===== src/shared/apms_pkg.sv =====
// shared constants and types of the power-mode sequencer link
package apms_pkg;
  // ****************************************
  // frame geometry
  // ****************************************
  localparam int         SAMPLE_W          = 12;
  localparam int         WORD_W            = 16;
  localparam int         LEAD_ZEROS        = WORD_W - SAMPLE_W;
  localparam int         FALL_CNT_W        = 5;
  localparam logic [4:0] PD_MIN_FALLS      = 5'h02;  // first count that can power down
  localparam logic [4:0] WAKE_MIN_FALLS    = 5'h0A;  // count that keeps or wakes power
  localparam logic [4:0] TRACK_AFTER_FALLS = 5'h0D;  // track resumes on next rise
  localparam logic [4:0] FRAME_FALLS       = 5'h10;  // full conversion and read-out
  localparam logic [4:0] PD_BURST_FALLS    = 5'h08;  // host burst that powers down

  // ****************************************
  // timing
  // ****************************************
  localparam int CLK_PERIOD_PS    = 4000;
  localparam int POWER_UP_NS      = 1000;  // longest power-up time
  localparam int POWER_UP_CYCLES  = (POWER_UP_NS * 1000) / CLK_PERIOD_PS;
  localparam int QUIET_NS         = 50;    // least quiet time before a new frame
  localparam int QUIET_CYCLES     = (QUIET_NS * 1000 + CLK_PERIOD_PS - 1) / CLK_PERIOD_PS;
  localparam int SCLK_PERIOD_NS   = 64;
  localparam int SCLK_HALF_CYCLES = (SCLK_PERIOD_NS * 1000) / (2 * CLK_PERIOD_PS);

  // ****************************************
  // host commands
  // ****************************************
  typedef enum logic [1:0] {
    APMS_CMD_CONVERT    = 2'b00,
    APMS_CMD_POWER_DOWN = 2'b01,
    APMS_CMD_WAKE       = 2'b10
  } apms_cmd_t;
endpackage

===== src/shared/apms_if.sv =====
// link between converter end and host end
`timescale 1ns/1ps
interface apms_if;
  logic convSelN;         // conversion select, active low
  logic serialClk;        // serial clock made by the host
  logic serialResultOut;  // data driven by the converter
  logic serialResultOe;   // converter drives the data line
  logic dataLine;         // resolved data line, pulled high when released

  // resolve the shared data wire
  assign dataLine = serialResultOe ? serialResultOut : 1'b1;

  modport device (input convSelN, input serialClk, output serialResultOut,
                  output serialResultOe);
  modport host (output convSelN, output serialClk, input dataLine);
endinterface // apms_if


===== src/rtl/apms_device.sv =====
// converter end: power-mode sequencing and serial result output
`timescale 1ns/1ps
module apms_device #(
  parameter bit START_POWER_DOWN = 1'b0
) (
  input  wire logic                           clk,
  input  wire logic                           rst,
  input  wire logic                           clkEn,
  apms_if.device                              link,
  input  wire logic [apms_pkg::SAMPLE_W-1:0]  analogInput,
  output logic                                analogOn,
  output logic                                trackMode,
  output logic                                powerDown,
  output logic                                fullyPowered,
  output logic                                convValid
);
  import apms_pkg::*;

  typedef enum logic [0:0] {
    ST_IDLE  = 1'b0,
    ST_FRAME = 1'b1
  } apms_dev_state_t;

  // ****************************************
  // declarations
  // ****************************************
  apms_dev_state_t         state;
  logic                    selLevel;
  logic                    selRise;
  logic                    selFall;
  logic                    clkLevel;
  logic                    clkRise;
  logic                    clkFall;
  logic [FALL_CNT_W-1:0]   fallCount;
  logic [WORD_W-1:0]       shiftWord;
  logic [8:0]              puTimer;
  logic                    wakeCycle;
  logic                    frameGood;
  logic                    trackArmed;
  logic                    inFrame;
  logic                    frameFall;
  logic                    lastFall;
  logic                    frameEnd;
  logic                    next_powerDown;

  // refuse a power-up count that the 9-bit timer cannot hold
  if (POWER_UP_CYCLES < 1 || POWER_UP_CYCLES > 511) begin : gPuCheck
    $error("power-up count does not fit its timer");
  end

  // ****************************************
  // pin synchronisers
  // ****************************************
  apms_sync_edge #(.RESET_LEVEL(1'b1)) selSync (
    .clk   (clk),
    .rst   (rst),
    .clkEn (clkEn),
    .pinIn (link.convSelN),
    .level (selLevel),
    .rise  (selRise),
    .fall  (selFall)
  );

  apms_sync_edge #(.RESET_LEVEL(1'b1)) clkSync (
    .clk   (clk),
    .rst   (rst),
    .clkEn (clkEn),
    .pinIn (link.serialClk),
    .level (clkLevel),
    .rise  (clkRise),
    .fall  (clkFall)
  );

  // ****************************************
  // frame decode
  // ****************************************
  // frame events
  assign inFrame   = (state == ST_FRAME);
  assign frameFall = inFrame & clkFall & ~selLevel;
  assign lastFall  = frameFall & (fallCount == FRAME_FALLS - 5'h01);
  assign frameEnd  = inFrame & selRise;

  // mode after a select rise, from the falls counted
  always_comb begin
    next_powerDown = powerDown;
    if (frameEnd) begin
      if (fallCount >= WAKE_MIN_FALLS) begin
        next_powerDown = 1'b0;
      end else if (fallCount >= PD_MIN_FALLS) begin
        next_powerDown = 1'b1;
      end
    end
  end

  // frame state follows select
  always_ff @(posedge clk or posedge rst) begin
    if (rst) begin
      state <= ST_IDLE;
    end else if (clkEn) begin
      if (selFall) begin
        state <= ST_FRAME;
      end else if (selRise) begin
        state <= ST_IDLE;
      end
    end
  end

  // falls since the select fall, saturating
  always_ff @(posedge clk or posedge rst) begin
    if (rst) begin
      fallCount <= '0;
    end else if (clkEn) begin
      if (selFall) begin
        fallCount <= '0;
      end else if (frameFall && fallCount != FRAME_FALLS) begin
        fallCount <= fallCount + 5'h01;
      end
    end
  end

  // ****************************************
  // power mode
  // ****************************************
  // single mode bit updated on select rise
  always_ff @(posedge clk or posedge rst) begin
    if (rst) begin
      powerDown <= START_POWER_DOWN;
    end else if (clkEn) begin
      powerDown <= next_powerDown;
    end
  end

  // frame kind recorded at select fall
  always_ff @(posedge clk or posedge rst) begin
    if (rst) begin
      wakeCycle <= 1'b0;
      frameGood <= 1'b0;
    end else if (clkEn && selFall) begin
      wakeCycle <= powerDown;
      frameGood <= fullyPowered & ~powerDown;
    end
  end

  // analog supply enable
  always_ff @(posedge clk or posedge rst) begin
    if (rst) begin
      analogOn <= ~START_POWER_DOWN;
    end else if (clkEn) begin
      if (selFall) begin
        analogOn <= 1'b1;
      end else if (frameEnd) begin
        analogOn <= ~next_powerDown;
      end
    end
  end

  // power-up timer while analog is on
  always_ff @(posedge clk or posedge rst) begin
    if (rst) begin
      puTimer      <= '0;
      fullyPowered <= 1'b0;
    end else if (clkEn) begin
      if (!analogOn || (frameEnd && next_powerDown)) begin
        puTimer      <= '0;
        fullyPowered <= 1'b0;
      end else if (!fullyPowered) begin
        puTimer <= puTimer + 9'h001;
        if (puTimer == 9'(POWER_UP_CYCLES - 1)) begin
          fullyPowered <= 1'b1;
        end else if (lastFall && wakeCycle) begin
          fullyPowered <= 1'b1;
        end
      end
    end
  end

  // ****************************************
  // track and hold
  // ****************************************
  // hold at sample, track after the bit cycle or wake edge
  always_ff @(posedge clk or posedge rst) begin
    if (rst) begin
      trackMode  <= 1'b1;
      trackArmed <= 1'b0;
    end else if (clkEn) begin
      if (selFall) begin
        trackMode  <= 1'b0;
        trackArmed <= 1'b0;
      end else if (frameEnd) begin
        trackMode <= ~next_powerDown;
      end else if (inFrame && wakeCycle && (clkRise || clkFall)) begin
        trackMode <= 1'b1;
      end else if (frameFall && fallCount == TRACK_AFTER_FALLS - 5'h01) begin
        trackArmed <= 1'b1;
      end else if (inFrame && trackArmed && clkRise) begin
        trackMode <= 1'b1;
      end
    end
  end

  // ****************************************
  // serial result
  // ****************************************
  // sample at select fall, shift out on each fall
  always_ff @(posedge clk or posedge rst) begin
    if (rst) begin
      shiftWord            <= '0;
      link.serialResultOut <= 1'b0;
    end else if (clkEn) begin
      if (selFall) begin
        shiftWord            <= {{LEAD_ZEROS{1'b0}}, analogInput};
        link.serialResultOut <= 1'b0;
      end else if (frameFall) begin
        shiftWord            <= {shiftWord[WORD_W-2:0], 1'b0};
        link.serialResultOut <= shiftWord[WORD_W-2];
      end
    end
  end

  // data line driven from select fall to the last fall or select rise
  always_ff @(posedge clk or posedge rst) begin
    if (rst) begin
      link.serialResultOe <= 1'b0;
    end else if (clkEn) begin
      if (selFall) begin
        link.serialResultOe <= 1'b1;
      end else if (frameEnd || lastFall) begin
        link.serialResultOe <= 1'b0;
      end
    end
  end

  // pulse when a valid conversion completes
  always_ff @(posedge clk or posedge rst) begin
    if (rst) begin
      convValid <= 1'b0;
    end else if (clkEn) begin
      convValid <= lastFall & frameGood & ~wakeCycle;
    end
  end
endmodule // apms_device


===== src/rtl/apms_sync_edge.sv =====
// two-flop synchroniser with edge detection
`timescale 1ns/1ps
module apms_sync_edge #(
  parameter bit RESET_LEVEL = 1'b1
) (
  input  wire logic clk,
  input  wire logic rst,
  input  wire logic clkEn,
  input  wire logic pinIn,
  output logic      level,
  output logic      rise,
  output logic      fall
);
  logic meta;
  logic prev;

  // two stages, then one more for edges
  always_ff @(posedge clk or posedge rst) begin
    if (rst) begin
      meta  <= RESET_LEVEL;
      level <= RESET_LEVEL;
      prev  <= RESET_LEVEL;
    end else if (clkEn) begin
      meta  <= pinIn;
      level <= meta;
      prev  <= level;
    end
  end

  // edges of the synchronised level
  assign rise = clkEn & level & ~prev;
  assign fall = clkEn & ~level & prev;
endmodule // apms_sync_edge


===== src/flat_wrapper.sv =====
// flat-port wrapper written by rule: the top's interface ports become plain ports
module apms_device_flat import apms_pkg::*;
#(
  parameter bit START_POWER_DOWN = 1'b0
)
  (clk, rst, clkEn, analogInput, analogOn, trackMode, powerDown, fullyPowered, convValid, link_convSelN, link_serialClk, link_serialResultOut, link_serialResultOe);
  apms_if link_i ();
  input  wire logic clk;
  input  wire logic rst;
  input  wire logic clkEn;
  input  wire logic [apms_pkg::SAMPLE_W-1:0] analogInput;
  output logic analogOn;
  output logic trackMode;
  output logic powerDown;
  output logic fullyPowered;
  output logic convValid;
  input wire logic [$bits(link_i.convSelN)-1:0] link_convSelN;
  input wire logic [$bits(link_i.serialClk)-1:0] link_serialClk;
  output wire logic [$bits(link_i.serialResultOut)-1:0] link_serialResultOut;
  output wire logic [$bits(link_i.serialResultOe)-1:0] link_serialResultOe;
  assign link_i.convSelN = link_convSelN;
  assign link_i.serialClk = link_serialClk;
  assign link_serialResultOut = link_i.serialResultOut;
  assign link_serialResultOe = link_i.serialResultOe;
  apms_device #(.START_POWER_DOWN(START_POWER_DOWN)) u_core (.clk(clk), .rst(rst), .clkEn(clkEn), .link(link_i), .analogInput(analogInput), .analogOn(analogOn), .trackMode(trackMode), .powerDown(powerDown), .fullyPowered(fullyPowered), .convValid(convValid));
endmodule

===== config.mk =====
export PLATFORM = sky130hd
export DESIGN_NAME = apms_device_flat
export DESIGN_NICKNAME = d
export VERILOG_FILES = /design/src/shared/apms_pkg.sv /design/src/shared/apms_if.sv /design/src/rtl/apms_device.sv /design/src/rtl/apms_sync_edge.sv /design/src/flat_wrapper.sv
export SDC_FILE = /design/constraint.sdc
export NUM_CORES = 1
export LEC_CHECK = 0
export BUFFER_PORTS_ARGS = -buffer_cell sky130_fd_sc_hd__buf_4
export CAP_MARGIN = 25
export CORE_MARGIN = 2
export CORE_UTILIZATION = 50
export CTS_BUF_LIST = sky130_fd_sc_hd__clkbuf_2
export CTS_CLUSTER_DIAMETER = 50
export DETAILED_ROUTE_END_ITERATION = 10
export PLACE_DENSITY = 0.74
export SYNTH_ARGS = -nofsm -noshare
export SYNTH_HDL_FRONTEND = slang
export SYNTH_SLANG_ARGS = --single-unit
export TNS_END_PERCENT = 20

===== constraint.sdc =====
create_clock -name clk -period 2.06 [get_ports clk]
set_input_delay 0.206 -clock clk [delete_from_list [all_inputs] [get_ports clk]]
set_output_delay 0.206 -clock clk [all_outputs]
set_load 0.01 [all_outputs]

* After elaboration in Yosys (flattened, before gate mapping) *
Cells that the tools add are included.
Widths: inputs -> output; s select.

storage, ports and cells
  register bits after elaboration = 46
  bits in latches = 0
  bits in writable memories = 0
  ROM bits = 0
  input port bits = 17
  output and inout bits = 7
  logic and storage cells = 112
  memories = 0

operators by class
  $add $sub $neg = 2
  $mul = 0
  divide/modulo/power cells = 0
  magnitude comparators = 2
  equality and inequality tests = 8
  shifts and indexed selects = 0
  multiplexer cells = 30
  bitwise operators = 22
  reductions and logical operators = 28

operators by type and width
  operator             number
  $mux 15              2
  $mux 1               24
  $mux 9               2
  $and 1x1->1          15
  $reduce_and 2->1     6
  $reduce_bool 2->1    6
  $eq 5x4->1 const B   2
  $mux 5               2
  $add 9x1->9 const B  1
  $eq 9x8->1 const B   1
  $logic_and 1x1->1    9
  $not 1->1            7
  $add 5x1->5 const B  1
  $ge 5x2->1 const B   1
  $ge 5x4->1 const B   1
  $ne 5x5->1 const B   1
  $ne 2x1->1 const B   2
  $ne 4x1->1 const B   1
  $reduce_and 4->1     1
  $reduce_bool 4->1    1
  $logic_or 1x1->1     3
  $reduce_and 3->1     1
  $ne 2x2->1 const B   1
  $logic_not 1->1      1

* Longest topological paths before layout *
  depth in word-level cells = 11
  gate-level depth with buffers = 6
  gate-level depth less buffers = 6

* Modules after synthesis *
A second synthesis with hierarchy kept.

second synthesis, totals
  cell total of the unflattened synthesis = 218
  area, all modules = 2319.7 sq um

modules (own cells, without submodules)
  module          times used  cells an instance  area an instance (sq um)  seq. area each (sq um)
  apms_device     1           200                2047.0                    1003.5
  apms_sync_edge  2           9                  136.4                     78.8

* Worst setup path after synthesis *
No wires, ideal clock.

  kind = register to register
  start = register u_core.fallCount[0]
  end = register u_core.puTimer[1]
  library setup time = 78 ps
  data arrival time = 1548 ps
  required time = 1982 ps
  path slack = 434 ps
  stages on the path, launching flop included = 7
  path buffers = 0
  clock period less this slack = 1626 ps
  path through = dfrtp_1 > inv_1 > ha_1 > or4_4 > o2111ai_4 > nand4b_1 > a21oi_1

between the ends
  cells in the longest elaborated chain, start to end = 8
  elaborated cells between the ends (all ways) = 10
  classes of those cells = order compare (2); eq/ne (1); mux (4); reduce/logical (3)

ends and longest elaborated chain
  what                               RTL line            source
  from (decl)                        apms_device.sv:34   logic [FALL_CNT_W-1:0] fallCount;
  from (signal assigned)             apms_device.sv:116  fallCount <= fallCount + 5'h01;
  $ge 5x2->1                         apms_device.sv:89   end else if (fallCount >= PD_MIN_FALLS) begin
  $mux 1                             apms_device.sv:89
  $mux 1 (*)                         apms_device.sv:87   if (fallCount >= WAKE_MIN_FALLS) begin
  $mux 1 (*)                         apms_device.sv:86   if (frameEnd) begin
  $logic_and 1x1->1 (*)              apms_device.sv:163  if (!analogOn || (frameEnd && next_powerDown)) begin
  $logic_or 1x1->1 (*)               apms_device.sv:163
  $ne 2x2->1 (no source line)        n/a
  $reduce_and 2->1 (no source line)  n/a
  to (signal assigned)               apms_device.sv:167  puTimer <= puTimer + 9'h001;
  to (decl)                          apms_device.sv:36   logic [8:0] puTimer;

Mark *: on every way between the ends. The rest lies on a longest branch, timed or not.
A chain may end at the register's enable or synchronous reset.

* Final worst setup path *
  start = register u_core.fallCount[0]
  end = register u_core.puTimer[5]

The elaborated chain is that of the path after synthesis.

==> summary.txt <==
multi-input combinational cell area -> 0.00100 mm2
Finish-stage setup viols -> 0
syn avg cell area -> 10.6 um2
sequential-to-total area share from yosys stat -> 0.519
Fill cells -> 382
first-pass GRT wire length -> 7220 um
LEAKAGE -> 0.00124 uW
antenna viol nets, final -> 0
P_sw -> 859 uW
Worst Path Max Fanout -> 10
CTS Buf Count -> 5
Syn. warnings -> 0
Port-buffer cells -> 23
via count -> 1617
GRT Total Usage -> 0.185
die height -> 70.9 um
Max VDD drop -> 0.545 mV
detailed-route vias per instance -> 5.28
Worst Path Required -> 2450 ps
#FFs+latches synth -> 46
unrepaired setup endpoints after global routing -> no
WP data arrival -> 2150 ps
die area -> 0.00503 mm2
pwr dens -> 960 mW/mm2
Placed Area -> 0.00248 mm2
max_cap viols -> 0
ANT cells -> 0
layout cells sized above 1 -> 0.240
nets -> 276
row count -> 24
Worst slew margin -> 0.577
commonest non-fill, non-tap cell in the layout -> dfrtp_1
status -> finished clean
f_max -> 566 MHz
DRT iter0 DRCs -> 82
syn_nets -> 235
switch share -> 0.331
Worst Setup Path Type -> register to register
CTS resizes -> 0
wire length per cell -> 13.5 um
largest register by flop count -> u_core.shiftWord
CTS Sinks -> 46
final period utilization -> 0.858
most frequent cells in the layout -> dfrtp_1 (38), nand2_1 (29), buf_4 (27), nor2_1 (18), o21ai_0 (18)
Synth cell types -> 40
final routed DRC violation total -> 0
die width -> 70.9 um
# IOs -> 24
post-layout min period -> 1770 ps
Core ar. -> 0.00432 mm2
worst-case clock buffer depth -> 2
Slew Limit Fails -> 0
CP Launch Type -> register
routed wire length -> 4130 um
H-tree levels -> 2
FFs w/ async S/R, synth -> 1.00
Comb pwr share -> 0.264
worst-margin pin slew -> 635 ps
mapped cell area -> 0.00224 mm2
grt ovf -> 0
drt first pass iters -> 4
CTS tree -> done
total power draw -> 2590 uW
Critical Path End Type -> register
Clock power frac -> 0.194
largest net degree at the start of global routing -> 47
area delta synth->final -> 20.7%
final core utilization -> 0.625
Post-synth EDFFs -> 0
cell internal pwr -> 1730 uW
Reg area -> 0.00116 mm2
largest registers -> u_core.shiftWord (15), u_core.puTimer (9), u_core.fallCount (5)
final hold vios -> 0
Flop pwr share -> 0.542
clk slew on worst S/H paths -> 250 ps
Setup TNS -> 0 ps
cell count after synthesis -> 212
max reg flops -> 15
worst hold path type -> input port to register
Post-synth top flop -> dfrtp_1
antenna violations before repair -> 0
clock skew -> 24.9 ps
vias in the first global route -> 1593
fin area -> 0.00270 mm2
hold slack final -> 178 ps
insertion delay to the later sink of the worst-skew pair -> 430 ps
CTS Root Cell -> clkbuf_2
Initial Utilization -> 0.518
GP Congestion -> 0.751
HPWL Detailed -> 2810 um
==> final cells by class <==
| class | instances | area share |
|---|---|---|
| well taps | 52 | 0.0241 |
| inverters | 8 | 0.0111 |
| repair buffers | 43 | 0.138 |
| clock buffers | 5 | 0.00926 |
| clock inverters | 3 | 0.0167 |
| flip-flops and latches | 46 | 0.430 |
| multi-input cells | 149 | 0.371 |
==> power by group through the flow <==
stage	Clock [uW]	Sequential [uW]	Combinational, uW
5_1_grt	559	1440	775
6_report	503	1410	685
3_5_place_dp	0	1420	670
2_1_floorplan	0	1370	489
3_3_place_gp	0	1420	646
4_1_cts	519	1410	698
==> cells in the mapped netlist (2+ instances only) <==
cell type   n  area (um2)
dfstp_2     8         210
a21oi_1     7        35.0
nand3b_1    5        37.5
nand4_1     2        12.5
nand3_1     6        30.0
mux2i_1    14         140
o21ai_0    18        90.1
inv_1       8        30.0
mux2_2      6        67.6
nor2_1     19        71.3
and4b_1     2        20.0
nor3_1      5        25.0
clkbuf_1    4        15.0
nand2_1    29         109
xor2_1      2        17.5
xnor2_1     8        70.1
buf_2       4        20.0
ha_1        6        75.1
dfrtp_1    38         951
==> final timing paths <==
kind / startpoint / to / slack (ps) / depth (start not counted)
max in group asynchronous: rst / u_core.clkSync.prev / 1440 / 4
setup reg to reg: u_core.fallCount[0] / u_core.puTimer[5] / 290 / 6
min in group asynchronous: rst / u_core.shiftWord[7] / 320 / 4
hold reg to reg: u_core.frameGood / u_core.frameGood / 520 / 2
hold / removal: clkEn / u_core.selSync.meta / 180 / 2
setup / recovery: u_core.fallCount[0] / u_core.puTimer[5] / 290 / 6
==> worst max-delay path, stage by stage (launching register included) <==
cell and delay [ps]:
dfrtp_1 450, inv_1 80, ha_1 190, or4_4 450, o2111ai_4 260, a21oi_4 140
nor2_1 150
==> what timing repair did <==
item                                   in CTS  in global routing
buffers inserted                            0                  0
endpoints found under the hold margin      52                  0
hold buffers                               15                  0
==> per-stage QoR <==
step | worst slack [ps] | instances
final | 292 | 306
after global routing | 144 | 306
after CTS | 280 | 306
after detailed placement | 293 | 283
after global placement | 352 | 283
after floorplan | 434 | 212
==> per-layer routing <==
metal  GRT usage  wire length [um]  vias to the layer above
li1            -                 -                      816
met1       0.245              1950                      772
met2       0.292              1960                       20
met3      0.0313               118                        9
met4       0.103                97                        0
met5           0                 0                        -
==> cells by family after synthesis <==
| kind of cell | after synthesis | synth area share |
|---|---|---|
| mux | 20 | 0.0928 |
| compound gates | 35 | 0.110 |
| simple gates | 78 | 0.172 |
| flops | 46 | 0.519 |
| xor+xnor | 10 | 0.0391 |
| buf+inv | 17 | 0.0341 |
| fa+ha+maj | 6 | 0.0335 |
(Power assumes the default switching activity.)
